$ cat src/slm_pkg.sv
// Shared constants, types and decode helpers for the reference-alignment monitor.
// Assumes a 32-bit APB slave where each register holds one aligned word.
package slm_pkg;

	// ----------------------------------------------------------------
	// Register indices (byte address is four times the index)
	// ----------------------------------------------------------------
	localparam logic [7:0] IDX_IRQ_MASK   = 8'h20;
	localparam logic [7:0] IDX_IRQ_STATUS = 8'h24;
	localparam logic [7:0] IDX_FRAME_OFS  = 8'h31;
	localparam logic [7:0] IDX_TGT_LO     = 8'h32;
	localparam logic [7:0] IDX_TGT_HI     = 8'h33;
	localparam logic [7:0] IDX_MEAS_LO    = 8'h34;
	localparam logic [7:0] IDX_MEAS_HI    = 8'h35;
	localparam logic [7:0] IDX_TALLY      = 8'h36;
	localparam logic [7:0] IDX_PHASE_LO   = 8'h37;
	localparam logic [7:0] IDX_PHASE_HI   = 8'h38;
	localparam logic [7:0] IDX_JITTER_TOL = 8'h39;
	localparam logic [7:0] IDX_SYNC_CTRL  = 8'h3A;

	// ----------------------------------------------------------------
	// Field layout and reset values
	// ----------------------------------------------------------------
	localparam int unsigned BIT_JITTER_ALARM = 4;
	localparam int unsigned MEAS_DROP_LSBS   = 2;
	localparam int unsigned JIT_DROP_LSBS    = 2;
	localparam int unsigned OFS_W            = 12;
	localparam int unsigned FRM_W            = 5;
	localparam int unsigned JIT_W            = 6;
	localparam int unsigned TALLY_W          = 8;
	localparam logic [7:0]  REG_RESET        = 8'h00;

	// ----------------------------------------------------------------
	// Timing defaults, in DAC clock periods
	// ----------------------------------------------------------------
	localparam int unsigned DEF_LMFC_PERIOD  = 32;
	localparam int unsigned DEF_FRAME_CYCLES = 4;

	// Synchronization modes, in field order
	typedef enum logic [1:0] {
		SLM_MODE_MONITOR,
		SLM_MODE_CONTINUOUS,
		SLM_MODE_ONESHOT,
		SLM_MODE_SPARE
	} slm_mode_t;

	// Word-aligned register hit
	function automatic logic slm_hit(input logic [11:0] addr, input logic [7:0] idx);
		return (addr[11:2] == {2'b00, idx}) && (addr[1:0] == 2'b00);
	endfunction

	// Thermometer code of a 4-bit level, clipped at twelve
	function automatic logic [11:0] slm_therm(input logic [3:0] lvl);
		logic [11:0] t;
		t = 12'h000;
		for (int i = 0; i < 12; i++) begin
			t[i] = (32'(lvl) > i);
		end
		return t;
	endfunction

endpackage

$ cat src/slm_lmfc_gen.sv
// Local multiframe clock generator with reload on realignment.
// Assumes the realign pulse comes from a reference edge already on pclk.
`timescale 1ns/1ps
module slm_lmfc_gen import slm_pkg::*; #(
	parameter int unsigned LMFC_PERIOD  = DEF_LMFC_PERIOD,
	parameter int unsigned FRAME_CYCLES = DEF_FRAME_CYCLES
) (
	// Clock and reset
	input  wire logic             pclk,
	input  wire logic             presetn,
	// Alignment request
	input  wire logic             realign,
	input  wire logic [OFS_W-1:0] fine_ofs,
	input  wire logic [FRM_W-1:0] frame_ofs,
	// Multiframe clock
	output logic                  lmfc_edge,
	output logic                  lmfc_level
);
	logic [OFS_W-1:0] left_q, left_d;
	logic             level_q, level_d;
	logic [31:0]      total;

	// Countdown to the next rising edge; realign reloads the distance
	always_comb begin
		total   = 32'(fine_ofs) + 32'(frame_ofs) * FRAME_CYCLES;
		left_d  = (left_q == '0) ? OFS_W'(LMFC_PERIOD - 1) : left_q - 1'b1;
		if (realign) begin
			left_d = OFS_W'(total % LMFC_PERIOD);
		end
		level_d = (32'(left_d) >= LMFC_PERIOD / 2);
	end

	always_ff @(posedge pclk or negedge presetn) begin
		if (!presetn) begin
			left_q  <= '0;
			level_q <= 1'b0;
		end else begin
			left_q  <= left_d;
			level_q <= level_d;
		end
	end

	assign lmfc_edge  = (left_q == '0);
	assign lmfc_level = level_q;
endmodule // slm_lmfc_gen

$ cat src/slm_sync_edge.sv
// Two-stage synchroniser with rising-edge detection for the reference pin.
// Assumes the pin is asynchronous to pclk and pulses stay high two cycles.
`timescale 1ns/1ps
module slm_sync_edge (
	// Clock and reset
	input  wire logic pclk,
	input  wire logic presetn,
	// Pin and event
	input  wire logic pin_async,
	output logic      rise
);
	logic meta_q, sync_q, last_q;

	// Only the second stage and its copy feed the edge detector
	always_ff @(posedge pclk or negedge presetn) begin
		if (!presetn) begin
			meta_q <= 1'b0;
			sync_q <= 1'b0;
			last_q <= 1'b0;
		end else begin
			meta_q <= pin_async;
			sync_q <= meta_q;
			last_q <= sync_q;
		end
	end

	assign rise = sync_q & ~last_q;
endmodule // slm_sync_edge

$ cat src/slm_sysref_monitor.sv
// Reference-to-multiframe alignment monitor with APB register access.
// Assumes pclk is the DAC clock and the reference pin is asynchronous.
//
// Chosen here: the APB slave port.
`timescale 1ns/1ps
module slm_sysref_monitor import slm_pkg::*; #(
	parameter int unsigned LMFC_PERIOD  = DEF_LMFC_PERIOD,
	parameter int unsigned FRAME_CYCLES = DEF_FRAME_CYCLES
) (
	// Clock and reset
	input  wire logic        pclk,
	input  wire logic        presetn,
	// APB slave
	input  wire logic [11:0] paddr,
	input  wire logic        psel,
	input  wire logic        penable,
	input  wire logic        pwrite,
	input  wire logic [31:0] pwdata,
	output logic      [31:0] prdata,
	output logic             pready,
	output logic             pslverr,
	// Reference and multiframe clock
	input  wire logic        sysref_pin,
	output logic             lmfc_out,
	// Interrupt
	output logic             irq
);

	// ----------------------------------------------------------------
	// Elaboration checks
	// ----------------------------------------------------------------
	if (LMFC_PERIOD < 4 || LMFC_PERIOD > 4096) begin : g_bad_period
		$error("LMFC_PERIOD must lie between 4 and 4096");
	end
	if (FRAME_CYCLES < 1 || FRAME_CYCLES > 128) begin : g_bad_frame
		$error("FRAME_CYCLES must lie between 1 and 128");
	end

	// ----------------------------------------------------------------
	// Declarations
	// ----------------------------------------------------------------
	logic               ref_rise;
	logic               lmfc_edge;
	logic               lmfc_level;
	logic               realign;

	logic [OFS_W-1:0]   tgt_q, tgt_d;
	logic [FRM_W-1:0]   frm_q, frm_d;
	logic [JIT_W-1:0]   jit_q, jit_d;
	slm_mode_t          mode_q, mode_d;
	logic               mask_q, mask_d;
	logic               alarm_q, alarm_d;

	logic [TALLY_W-1:0] tally_q, tally_d;
	logic [OFS_W-1:0]   cnt_q, cnt_d;
	logic               run_q, run_d;
	logic [OFS_W-1:0]   meas_q, meas_d;
	logic [11:0]        phase_q, phase_d;
	logic [OFS_W-1:0]   prev_q, prev_d;
	logic               prev_vld_q, prev_vld_d;

	logic [OFS_W-1:0]   hold_meas_q, hold_meas_d;
	logic [TALLY_W-1:0] hold_tally_q, hold_tally_d;
	logic [11:0]        hold_phase_q, hold_phase_d;

	logic [31:0]        prdata_q, prdata_d;
	logic               pready_q, pready_d;
	logic               pslverr_q, pslverr_d;
	logic               irq_q, irq_d;
	logic               lmfc_q, lmfc_d;

	logic               setup;
	logic               wr_take;
	logic [OFS_W-1:0]   meas_new;
	logic [OFS_W-1:0]   diff;
	logic [OFS_W-1:0]   window;
	logic               too_big;
	logic               mapped;
	logic [7:0]         rd_byte;

	// ----------------------------------------------------------------
	// Reference pin and multiframe clock
	// ----------------------------------------------------------------
	slm_sync_edge u_sync (
		.pclk      (pclk),
		.presetn   (presetn),
		.pin_async (sysref_pin),
		.rise      (ref_rise)
	);

	// Monitor mode never moves the LMFC
	assign realign = ref_rise &&
		(mode_q == SLM_MODE_CONTINUOUS || mode_q == SLM_MODE_ONESHOT);

	// Fine and coarse offsets combine into one reload distance
	slm_lmfc_gen #(
		.LMFC_PERIOD  (LMFC_PERIOD),
		.FRAME_CYCLES (FRAME_CYCLES)
	) u_lmfc (
		.pclk       (pclk),
		.presetn    (presetn),
		.realign    (realign),
		.fine_ofs   (tgt_q),
		.frame_ofs  (frm_q),
		.lmfc_edge  (lmfc_edge),
		.lmfc_level (lmfc_level)
	);

	// ----------------------------------------------------------------
	// APB decode
	// ----------------------------------------------------------------
	// Write takes effect only at the completing access edge
	assign setup   = psel & ~penable;
	assign wr_take = psel & penable & pwrite & pready_q;

	// Read mux; snapshot copies keep multi-byte reads coherent
	always_comb begin
		mapped  = 1'b1;
		rd_byte = REG_RESET;
		if (slm_hit(paddr, IDX_IRQ_MASK)) begin
			rd_byte[BIT_JITTER_ALARM] = mask_q;
		end else if (slm_hit(paddr, IDX_IRQ_STATUS)) begin
			rd_byte[BIT_JITTER_ALARM] = alarm_q;
		end else if (slm_hit(paddr, IDX_FRAME_OFS)) begin
			rd_byte = {3'h0, frm_q};
		end else if (slm_hit(paddr, IDX_TGT_LO)) begin
			rd_byte = tgt_q[7:0];
		end else if (slm_hit(paddr, IDX_TGT_HI)) begin
			rd_byte = {4'h0, tgt_q[11:8]};
		end else if (slm_hit(paddr, IDX_MEAS_LO)) begin
			rd_byte = hold_meas_q[7:0];
		end else if (slm_hit(paddr, IDX_MEAS_HI)) begin
			rd_byte = {4'h0, hold_meas_q[11:8]};
		end else if (slm_hit(paddr, IDX_TALLY)) begin
			rd_byte = hold_tally_q;
		end else if (slm_hit(paddr, IDX_PHASE_LO)) begin
			rd_byte = hold_phase_q[7:0];
		end else if (slm_hit(paddr, IDX_PHASE_HI)) begin
			rd_byte = {4'h0, hold_phase_q[11:8]};
		end else if (slm_hit(paddr, IDX_JITTER_TOL)) begin
			rd_byte = {2'h0, jit_q};
		end else if (slm_hit(paddr, IDX_SYNC_CTRL)) begin
			rd_byte = {6'h00, mode_q};
		end else begin
			mapped = 1'b0;
		end
	end

	// Answer one cycle after setup: zero wait states
	always_comb begin
		pready_d  = 1'b0;
		pslverr_d = 1'b0;
		prdata_d  = prdata_q;
		if (setup) begin
			pready_d  = 1'b1;
			pslverr_d = ~mapped;
			prdata_d  = pwrite ? 32'h0000_0000 : {24'h00_0000, rd_byte};
		end
	end

	// ----------------------------------------------------------------
	// Configuration registers
	// ----------------------------------------------------------------
	always_comb begin
		tgt_d  = tgt_q;
		frm_d  = frm_q;
		jit_d  = jit_q;
		mask_d = mask_q;
		mode_d = mode_q;
		// One-shot drops back to monitor once used
		if (ref_rise && mode_q == SLM_MODE_ONESHOT) begin
			mode_d = SLM_MODE_MONITOR;
		end
		if (wr_take) begin
			if (slm_hit(paddr, IDX_TGT_LO)) begin
				tgt_d[7:0] = pwdata[7:0];
			end
			if (slm_hit(paddr, IDX_TGT_HI)) begin
				tgt_d[11:8] = pwdata[3:0];
			end
			if (slm_hit(paddr, IDX_FRAME_OFS)) begin
				frm_d = pwdata[4:0];
			end
			if (slm_hit(paddr, IDX_JITTER_TOL)) begin
				jit_d = pwdata[5:0];
			end
			if (slm_hit(paddr, IDX_IRQ_MASK)) begin
				mask_d = pwdata[BIT_JITTER_ALARM];
			end
			if (slm_hit(paddr, IDX_SYNC_CTRL)) begin
				mode_d = slm_mode_t'(pwdata[1:0]);
			end
		end
	end

	always_ff @(posedge pclk or negedge presetn) begin
		if (!presetn) begin
			tgt_q  <= '0;
			frm_q  <= '0;
			jit_q  <= '0;
			mask_q <= 1'b0;
			mode_q <= SLM_MODE_MONITOR;
		end else begin
			tgt_q  <= tgt_d;
			frm_q  <= frm_d;
			jit_q  <= jit_d;
			mask_q <= mask_d;
			mode_q <= mode_d;
		end
	end

	// ----------------------------------------------------------------
	// Measurement, tally, phase and jitter
	// ----------------------------------------------------------------
	// Quantised result; the comparison ignores tolerance LSBs too
	assign meas_new = {cnt_q[OFS_W-1:MEAS_DROP_LSBS], 2'b00};
	assign window   = OFS_W'({jit_q[JIT_W-1:JIT_DROP_LSBS], 2'b00});
	assign diff     = (meas_new >= prev_q) ? meas_new - prev_q : prev_q - meas_new;
	assign too_big  = run_q && lmfc_edge && prev_vld_q && (diff > window);

	always_comb begin
		cnt_d      = cnt_q;
		run_d      = run_q;
		meas_d     = meas_q;
		phase_d    = phase_q;
		prev_d     = prev_q;
		prev_vld_d = prev_vld_q;
		// Close the running measurement at the LMFC edge
		if (run_q && lmfc_edge) begin
			run_d      = 1'b0;
			meas_d     = meas_new;
			phase_d    = slm_therm(cnt_q[3:0]);
			prev_d     = meas_new;
			prev_vld_d = 1'b1;
		end else if (run_q && cnt_q != '1) begin
			cnt_d = cnt_q + 1'b1;
		end
		// A new event restarts the count, even over a pending one
		if (ref_rise) begin
			run_d = 1'b1;
			cnt_d = '0;
		end
	end

	// Tally: a clearing write in the event cycle keeps that event
	always_comb begin
		tally_d = tally_q + TALLY_W'(ref_rise);
		if (wr_take && slm_hit(paddr, IDX_TALLY)) begin
			tally_d = TALLY_W'(ref_rise);
		end
	end

	// Sticky alarm; a new detection wins over the clearing write
	always_comb begin
		alarm_d = alarm_q;
		if (wr_take && slm_hit(paddr, IDX_IRQ_STATUS) && pwdata[BIT_JITTER_ALARM]) begin
			alarm_d = 1'b0;
		end
		if (too_big) begin
			alarm_d = 1'b1;
		end
		irq_d = alarm_d & mask_d;
	end

	// Snapshot on a write to any measured-offset or phase byte
	always_comb begin
		hold_meas_d  = hold_meas_q;
		hold_tally_d = hold_tally_q;
		hold_phase_d = hold_phase_q;
		if (wr_take && (slm_hit(paddr, IDX_MEAS_LO) || slm_hit(paddr, IDX_MEAS_HI) ||
			slm_hit(paddr, IDX_PHASE_LO) || slm_hit(paddr, IDX_PHASE_HI))) begin
			hold_meas_d  = meas_q;
			hold_tally_d = tally_q;
			hold_phase_d = phase_q;
		end
	end

	always_ff @(posedge pclk or negedge presetn) begin
		if (!presetn) begin
			cnt_q        <= '0;
			run_q        <= 1'b0;
			meas_q       <= '0;
			phase_q      <= '0;
			prev_q       <= '0;
			prev_vld_q   <= 1'b0;
			tally_q      <= '0;
			alarm_q      <= 1'b0;
			hold_meas_q  <= '0;
			hold_tally_q <= '0;
			hold_phase_q <= '0;
		end else begin
			cnt_q        <= cnt_d;
			run_q        <= run_d;
			meas_q       <= meas_d;
			phase_q      <= phase_d;
			prev_q       <= prev_d;
			prev_vld_q   <= prev_vld_d;
			tally_q      <= tally_d;
			alarm_q      <= alarm_d;
			hold_meas_q  <= hold_meas_d;
			hold_tally_q <= hold_tally_d;
			hold_phase_q <= hold_phase_d;
		end
	end

	// ----------------------------------------------------------------
	// Output flops
	// ----------------------------------------------------------------
	// Level copy keeps the pin one flop from the generator
	assign lmfc_d = lmfc_level;

	always_ff @(posedge pclk or negedge presetn) begin
		if (!presetn) begin
			prdata_q  <= 32'h0000_0000;
			pready_q  <= 1'b0;
			pslverr_q <= 1'b0;
			irq_q     <= 1'b0;
			lmfc_q    <= 1'b0;
		end else begin
			prdata_q  <= prdata_d;
			pready_q  <= pready_d;
			pslverr_q <= pslverr_d;
			irq_q     <= irq_d;
			lmfc_q    <= lmfc_d;
		end
	end

	assign prdata   = prdata_q;
	assign pready   = pready_q;
	assign pslverr  = pslverr_q;
	assign irq      = irq_q;
	assign lmfc_out = lmfc_q;

endmodule // slm_sysref_monitor

$ cat config.mk
export PLATFORM = sky130hd
export DESIGN_NAME = slm_sysref_monitor
export DESIGN_NICKNAME = d
export VERILOG_FILES = /design/src/slm_pkg.sv /design/src/slm_lmfc_gen.sv /design/src/slm_sync_edge.sv /design/src/slm_sysref_monitor.sv
export SDC_FILE = /design/constraint.sdc
export NUM_CORES = 1
export LEC_CHECK = 0
export ABC_AREA = 0
export BUFFER_PORTS_ARGS = -buffer_cell sky130_fd_sc_hd__buf_2
export CAP_MARGIN = 0
export CORE_ASPECT_RATIO = 1.2
export CORE_UTILIZATION = 55
export CTS_BUF_LIST = sky130_fd_sc_hd__clkbuf_4
export CTS_CLUSTER_SIZE = 20
export DETAILED_ROUTE_END_ITERATION = 10
export HOLD_SLACK_MARGIN = 0.02
export PLACE_DENSITY_LB_ADDON = 0.08
export SYNTH_ARGS = -nofsm -noshare
export SYNTH_HDL_FRONTEND = slang
export SYNTH_SLANG_ARGS = --single-unit
export TNS_END_PERCENT = 30
$ cat constraint.sdc
create_clock -name pclk -period 3.7 [get_ports pclk]
set_input_delay 0.185 -clock pclk [delete_from_list [all_inputs] [get_ports pclk]]
set_output_delay 0.185 -clock pclk [all_outputs]
set_load 0.005 [all_outputs]
# Yosys cells after proc, flatten, opt, wreduce, memory -nomap -nowiden
# Cells that the tools add are included.
[totals] regBits=153 inputBits=50 word_cells=154
[op_classes] addsub=6 magnitude_cmp=15 eq_ne=16 muxes=47 bitwise=9 n_reduce_logical=35
[op_table] op="$eq 10x6->1 const B" count=12
[op_table] op="$mux 8" count=11
[op_table] op="$mux 12" count=6
[op_table] op="$sub 12x12->12" count=2
[op_table] op="$logic_and 1x1->1" count=22
[op_table] op="$mux 1" count=22
[op_table] op="$gt 4x3->1 const B" count=4
[op_table] op="$gt 4x4->1 const B" count=4
[op_table] op="$add 12x1->12 const B" count=1
[op_table] op="$ge 12x12->1" count=1
[op_table] op="$ge 12x5->1 const B" count=1
[op_table] op="$gt 12x6->1" count=1
[op_table] op="$logic_not 12->1" count=1
[op_table] op="$ne 12x12->1 const B" count=1
[op_table] op="$sub 12x1->12 const B" count=1
[op_table] op="$reduce_and 2->1" count=5
[op_table] op="$add 8x1->8" count=1
[op_table] op="$gt 4x1->1 const B" count=2
[op_table] op="$gt 4x2->1 const B" count=2
[op_table] op="$mux 2" count=4
[op_table] op="$mux 4" count=2
[op_table] op="$and 1x1->1" count=6
[op_table] op="$mux 3" count=2
[op_table] op="$add 5x5->5" count=1
[op_table] op="7 further kinds" count=13

# Depth between registers and ports, before layout
[logic_depth] ltp_word=16 ltp_mapped=18 ltp_nobuf=16

# Modules after synthesis
# Synthesis repeated with hierarchy kept, for this count alone.
[unflattened] cells_unflattened=757 area_unflattened_um2=7513.5
[by_module_without_submodules] mod="slm_sysref_monitor" n_inst=1 cells_per_inst=676 area_per_inst_um2=6683.9 seq_area_each_um2=2827.7
[by_module_without_submodules] mod="slm_lmfc_gen" n_inst=1 cells_per_inst=77 area_per_inst_um2=740.7 seq_area_each_um2=325.3
[by_module_without_submodules] mod="slm_sync_edge" n_inst=1 cells_per_inst=4 area_per_inst_um2=88.8 seq_area_each_um2=75.1

# Worst setup path after synthesis
# Ideal clock, no wire load.
[synth_timing] kind="register to register" startpoint="register cnt_q[2]" endpoint="register alarm_q" setup_ns=0.132 arrival_ns=3.660 t_required_ns=3.568 path_slack_ns=-0.091 path_stages_with_launch=19 n_path_buf=2 period_less_slack_ns=3.791 path_cell_list="dfrtp_1 clkbuf_1 inv_1 ha_1 inv_1 fa_1 nand3_1 and3_1 a221oi_1 buf_2 mux2_2 ha_1 nor2b_1 o21a_1 o21ai_0 nand2b_1 a2111oi_0 and4_1 a31oi_1"
[synth_via] elab_chain_cells=5
[synth_lines] element="from (decl)" line_no="slm_sysref_monitor.sv:55" text="logic [OFS_W-1:0] cnt_q, cnt_d;"
[synth_lines] element="from (signal assigned)" line_no="slm_sysref_monitor.sv:292" text="cnt_q <= cnt_d;"
[synth_lines] element="$sub 12x12->12 or $ge 12x12->1 (tied branches)" line_no="slm_sysref_monitor.sv:218" text="assign diff = (meas_new >= prev_q) ? meas_new - prev_q : prev_q - meas_new;"
[synth_lines] element="$mux 12 (*)" line_no="slm_sysref_monitor.sv:218"
[synth_lines] element="$gt 12x6->1 (*)" line_no="slm_sysref_monitor.sv:219" text="assign too_big = run_q && lmfc_edge && prev_vld_q && (diff > window);"
[synth_lines] element="$logic_and 1x1->1 (*)" line_no="slm_sysref_monitor.sv:219"
[synth_lines] element="$mux 1 (*)" line_no="slm_sysref_monitor.sv:259" text="if (too_big) begin"
[synth_lines] element="net alarm_d" line_no="slm_sysref_monitor.sv:52" text="logic alarm_q, alarm_d;"
[synth_lines] element="to (signal assigned)" line_no="slm_sysref_monitor.sv:299" text="alarm_q <= alarm_d;"
[synth_lines] element="to (decl)" line_no="slm_sysref_monitor.sv:52"
# The timed path passes the listed nets; every way through them passes the cells marked *.
# A chain may end at the register's enable or synchronous reset.

# Worst setup path in the final report
# Same ends and word-level chain as after synthesis.

==> results.md <==
* Share of post-route cells with drive strength above 1 at 21.3%
* CP required at 4.13 ns
* Tmin final at 3.50 ns
* Routed vias/inst at 5.62
* Worst stage delay on the critical path at 0.37 ns
* Largest net degree at the start of global routing at 130
* Max Fclk at 285 MHz
* Drt initial violations at 316
* DRT Wirelength at 16,100 um
* Setup_tns at 0 ns
* RSZ-0062 raised after global routing: false
* TritonCTS clock tree: yes
* Arrival time worst endpoint at 3.94 ns
* Critical path class: register to register
* Sink Count at 129
* WHS at 0.116 ns
* Worst r2r src: cnt_q[2]
* Top FF cell, synth: dfrtp_1
* IO buf count at 37
* Final hold violations at 0
* Vias in the first global route at 5,313
* Crit. End Element: register
* Cell chain of the critical path: inv_1, ha_1, inv_1, fa_1, nand3_1, and3_1, a221oi_4, mux2_2, ha_1, nor2b_1, o21a_1, o21ai_0, nand2b_1, a2111oi_2, and4_1, a31oi_1
* Worst vdd ir at 0.000250 V
* WL/cell at 17.3 um
* Worst clock skew at 0.0207 ns
* Hold_sp: paddr[4]
* Chip width at 106 um
* Class of the worst hold path: input port to register
* Ports at 86
* CP max-delay cell: mux2_2
* Skew-Pair Late Insertion Delay at 0.56 ns
* Initial antenna violation count at 1
* RD Place Congestion at 0.848
* Max Cap Violations at 0
* Residual DRC count at 0
* Initial Util at 56.5%
* CTS clk-pin slew, worst paths at 0.11 ns
* Worst setup path start: cnt_q[2]
* Cell Area, Synth at 0.00712 mm^2
* Synth unique cells at 66
* Syn_area_per_cell at 10.3 um^2
* Fraction of synthesized cell area taken by the top area cell type at 45.3%
* TritonCTS buffer count at 17
* Via count at 5,206
* Worst rel slew slack at 44.8%
* Die Span Y at 127 um
* Util after Layout at 62.3%
* H-Tree Level Count at 4
* Post-synth ARST share at 100%
* Post-DP HPWL at 11,800 um
* GR Overflow Total at 0
* First drt pass iteration count at 4
* Post-synthesis sequential area ratio at 45.3%
* CP Launch Type: register
* Warnings from Yosys at 0
* Final Cycle Share at 94.7%
* Fin nets at 836
* First-pass GRT wire length at 26,500 um
* Area grow syn2layout at 10.4%
* DRT antenna net count at 0
* Commonest non-fill, non-tap cell in the layout: dfrtp_1
* LEAKAGE at 3.67 nW
* Clk buf depth at 2
* Overall power at 0.00407 W
* Die ar. at 0.0134 mm^2
* Status: finished clean
* Crit-path max FO at 3
* Worst slew pin tran at 0.817 ns
* Endpoints failing setup at 0
* Number of flops mapped to enable cells by yosys at 0
* PD cells at 518 mW/mm^2
* Synth top area cells: dfrtp_1 (45%), mux2_2 (8.5%), ha_1 (5.6%), nand2_1 (3.4%), xnor2_1 (3.3%)
* Area leader, netlist: dfrtp_1
* Synth Instances at 691
* Root Buffer: clkbuf_4
* Commonest cells after routing, fill and taps aside: dfrtp_1 (129), nand2_1 (65), mux2_2 (54)
* Cell Rows at 45
* Global-route usage over all layers at 26.0%
* Slew Limit Fails at 0
* Core ar. at 0.0126 mm^2
* Yosys reg bits at 129
==> flip-flops by register name, summed over array words and instances, names as in the netlist, 10 cells and up <==
name,count
cnt_q,12
u_lmfc.left_q,12
hold_meas_q,10
phase_q,12
meas_q,10
tgt_q,12
hold_phase_q,12
==> synthesized netlist by cell type (4+ instances only) <==
cell type,instances
xor2_1,8
xnor2_1,27
mux2_2,54
mux2i_1,14
or3_1,4
o31ai_1,6
buf_2,7
a21o_1,5
nor4b_1,4
a22oi_1,7
dfrtp_1,129
nand2b_1,10
nor2_1,46
a21oi_1,19
and2_1,4
nand2_1,65
o21ai_0,42
nand3_1,19
clkbuf_1,21
nor3_1,10
buf_4,24
nand3b_1,5
o21a_1,4
nor4_1,8
a221oi_1,4
a31oi_1,10
ha_1,32
inv_1,37
==> path summary, 6_finish.rpt <==
path,to,slack [ns],cells after the start
max in group asynchronous,tally_q[4],2.89,3
max reg2reg,alarm_q,0.20,16
min in group asynchronous,u_lmfc.left_q[6],0.24,3
max,alarm_q,0.20,16
min,pslverr,0.12,3
min reg2reg,lmfc_out,0.36,0
==> report_power, final <==
group	internal [W]	switching (W)
logic	0.000657	0.000745
registers	0.00160	0.000171
clock network	0.000401	0.000492
total	0.00266	0.00141
==> timing repair <==
item,4_1_cts,5_1_grt
setup endpoints to repair,2,2
gates resized for setup,1,4
cloned,0,0
hold buffers,11,0
setup buffers,0,3
hold endpoints to repair,158,0
==> logic make-up (layout without fill, tap and decap cells) <==
logic type,after synthesis,in the layout,synth area share [%]
AOI/OAI and AO/OA,126,126,11.7
adders and majority gates,35,35,6.47
DFF,129,129,45.3
and+or+nand+nor,203,203,14.5
other,1,25,0.0527
muxes,70,70,11.1
xor gates and xnor gates,35,35,4.31
buffers and inverters,92,140,6.54
==> layer usage <==
metal | up-vias | global-route usage (%) | routed length, um
li1 | 2493 | - | -
met1 | 2568 | 29.9 | 6470
met2 | 118 | 46.9 | 8640
met3 | 27 | 5.29 | 513
met4 | 0 | 11.1 | 439
met5 | - | 0 | 0
==> per-stage QoR <==
step | instances | setup WS, ns | area [um^2]
4_1_cts | 923 | 0.0238 | 7810
5_1_grt | 927 | 0.0238 | 7860
3_5_place_dp | 882 | 0.00359 | 7450
6_report | 927 | 0.197 | 7860
3_3_place_gp | 882 | 0.0547 | 7450
2_1_floorplan | 714 | 0.0247 | 7210
==> area by class of cell <==
type | count | area [um^2]
Clock buffer | 20 | 150
Fill cell | 1078 | 4750
Inverter | 37 | 139
Antenna cell | 1 | 2.50
Clock inverter | 10 | 95.1
Tap cell | 164 | 205
Multi-Input combinational cell | 493 | 3540
Timing Repair Buffer | 73 | 502
Sequential cell | 129 | 3230
==> critical path: cells and delay by family (launching register included) <==
family | cells | cell delay, ns
adders and majority gates | 3 | 0.69
muxes | 1 | 0.37
and+or+nand+nor | 5 | 0.79
DFF | 1 | 0.36
AOI/OAI and AO/OA | 5 | 1.02
buffers and inverters | 2 | 0.14
Power figures use the tool's default switching activity.
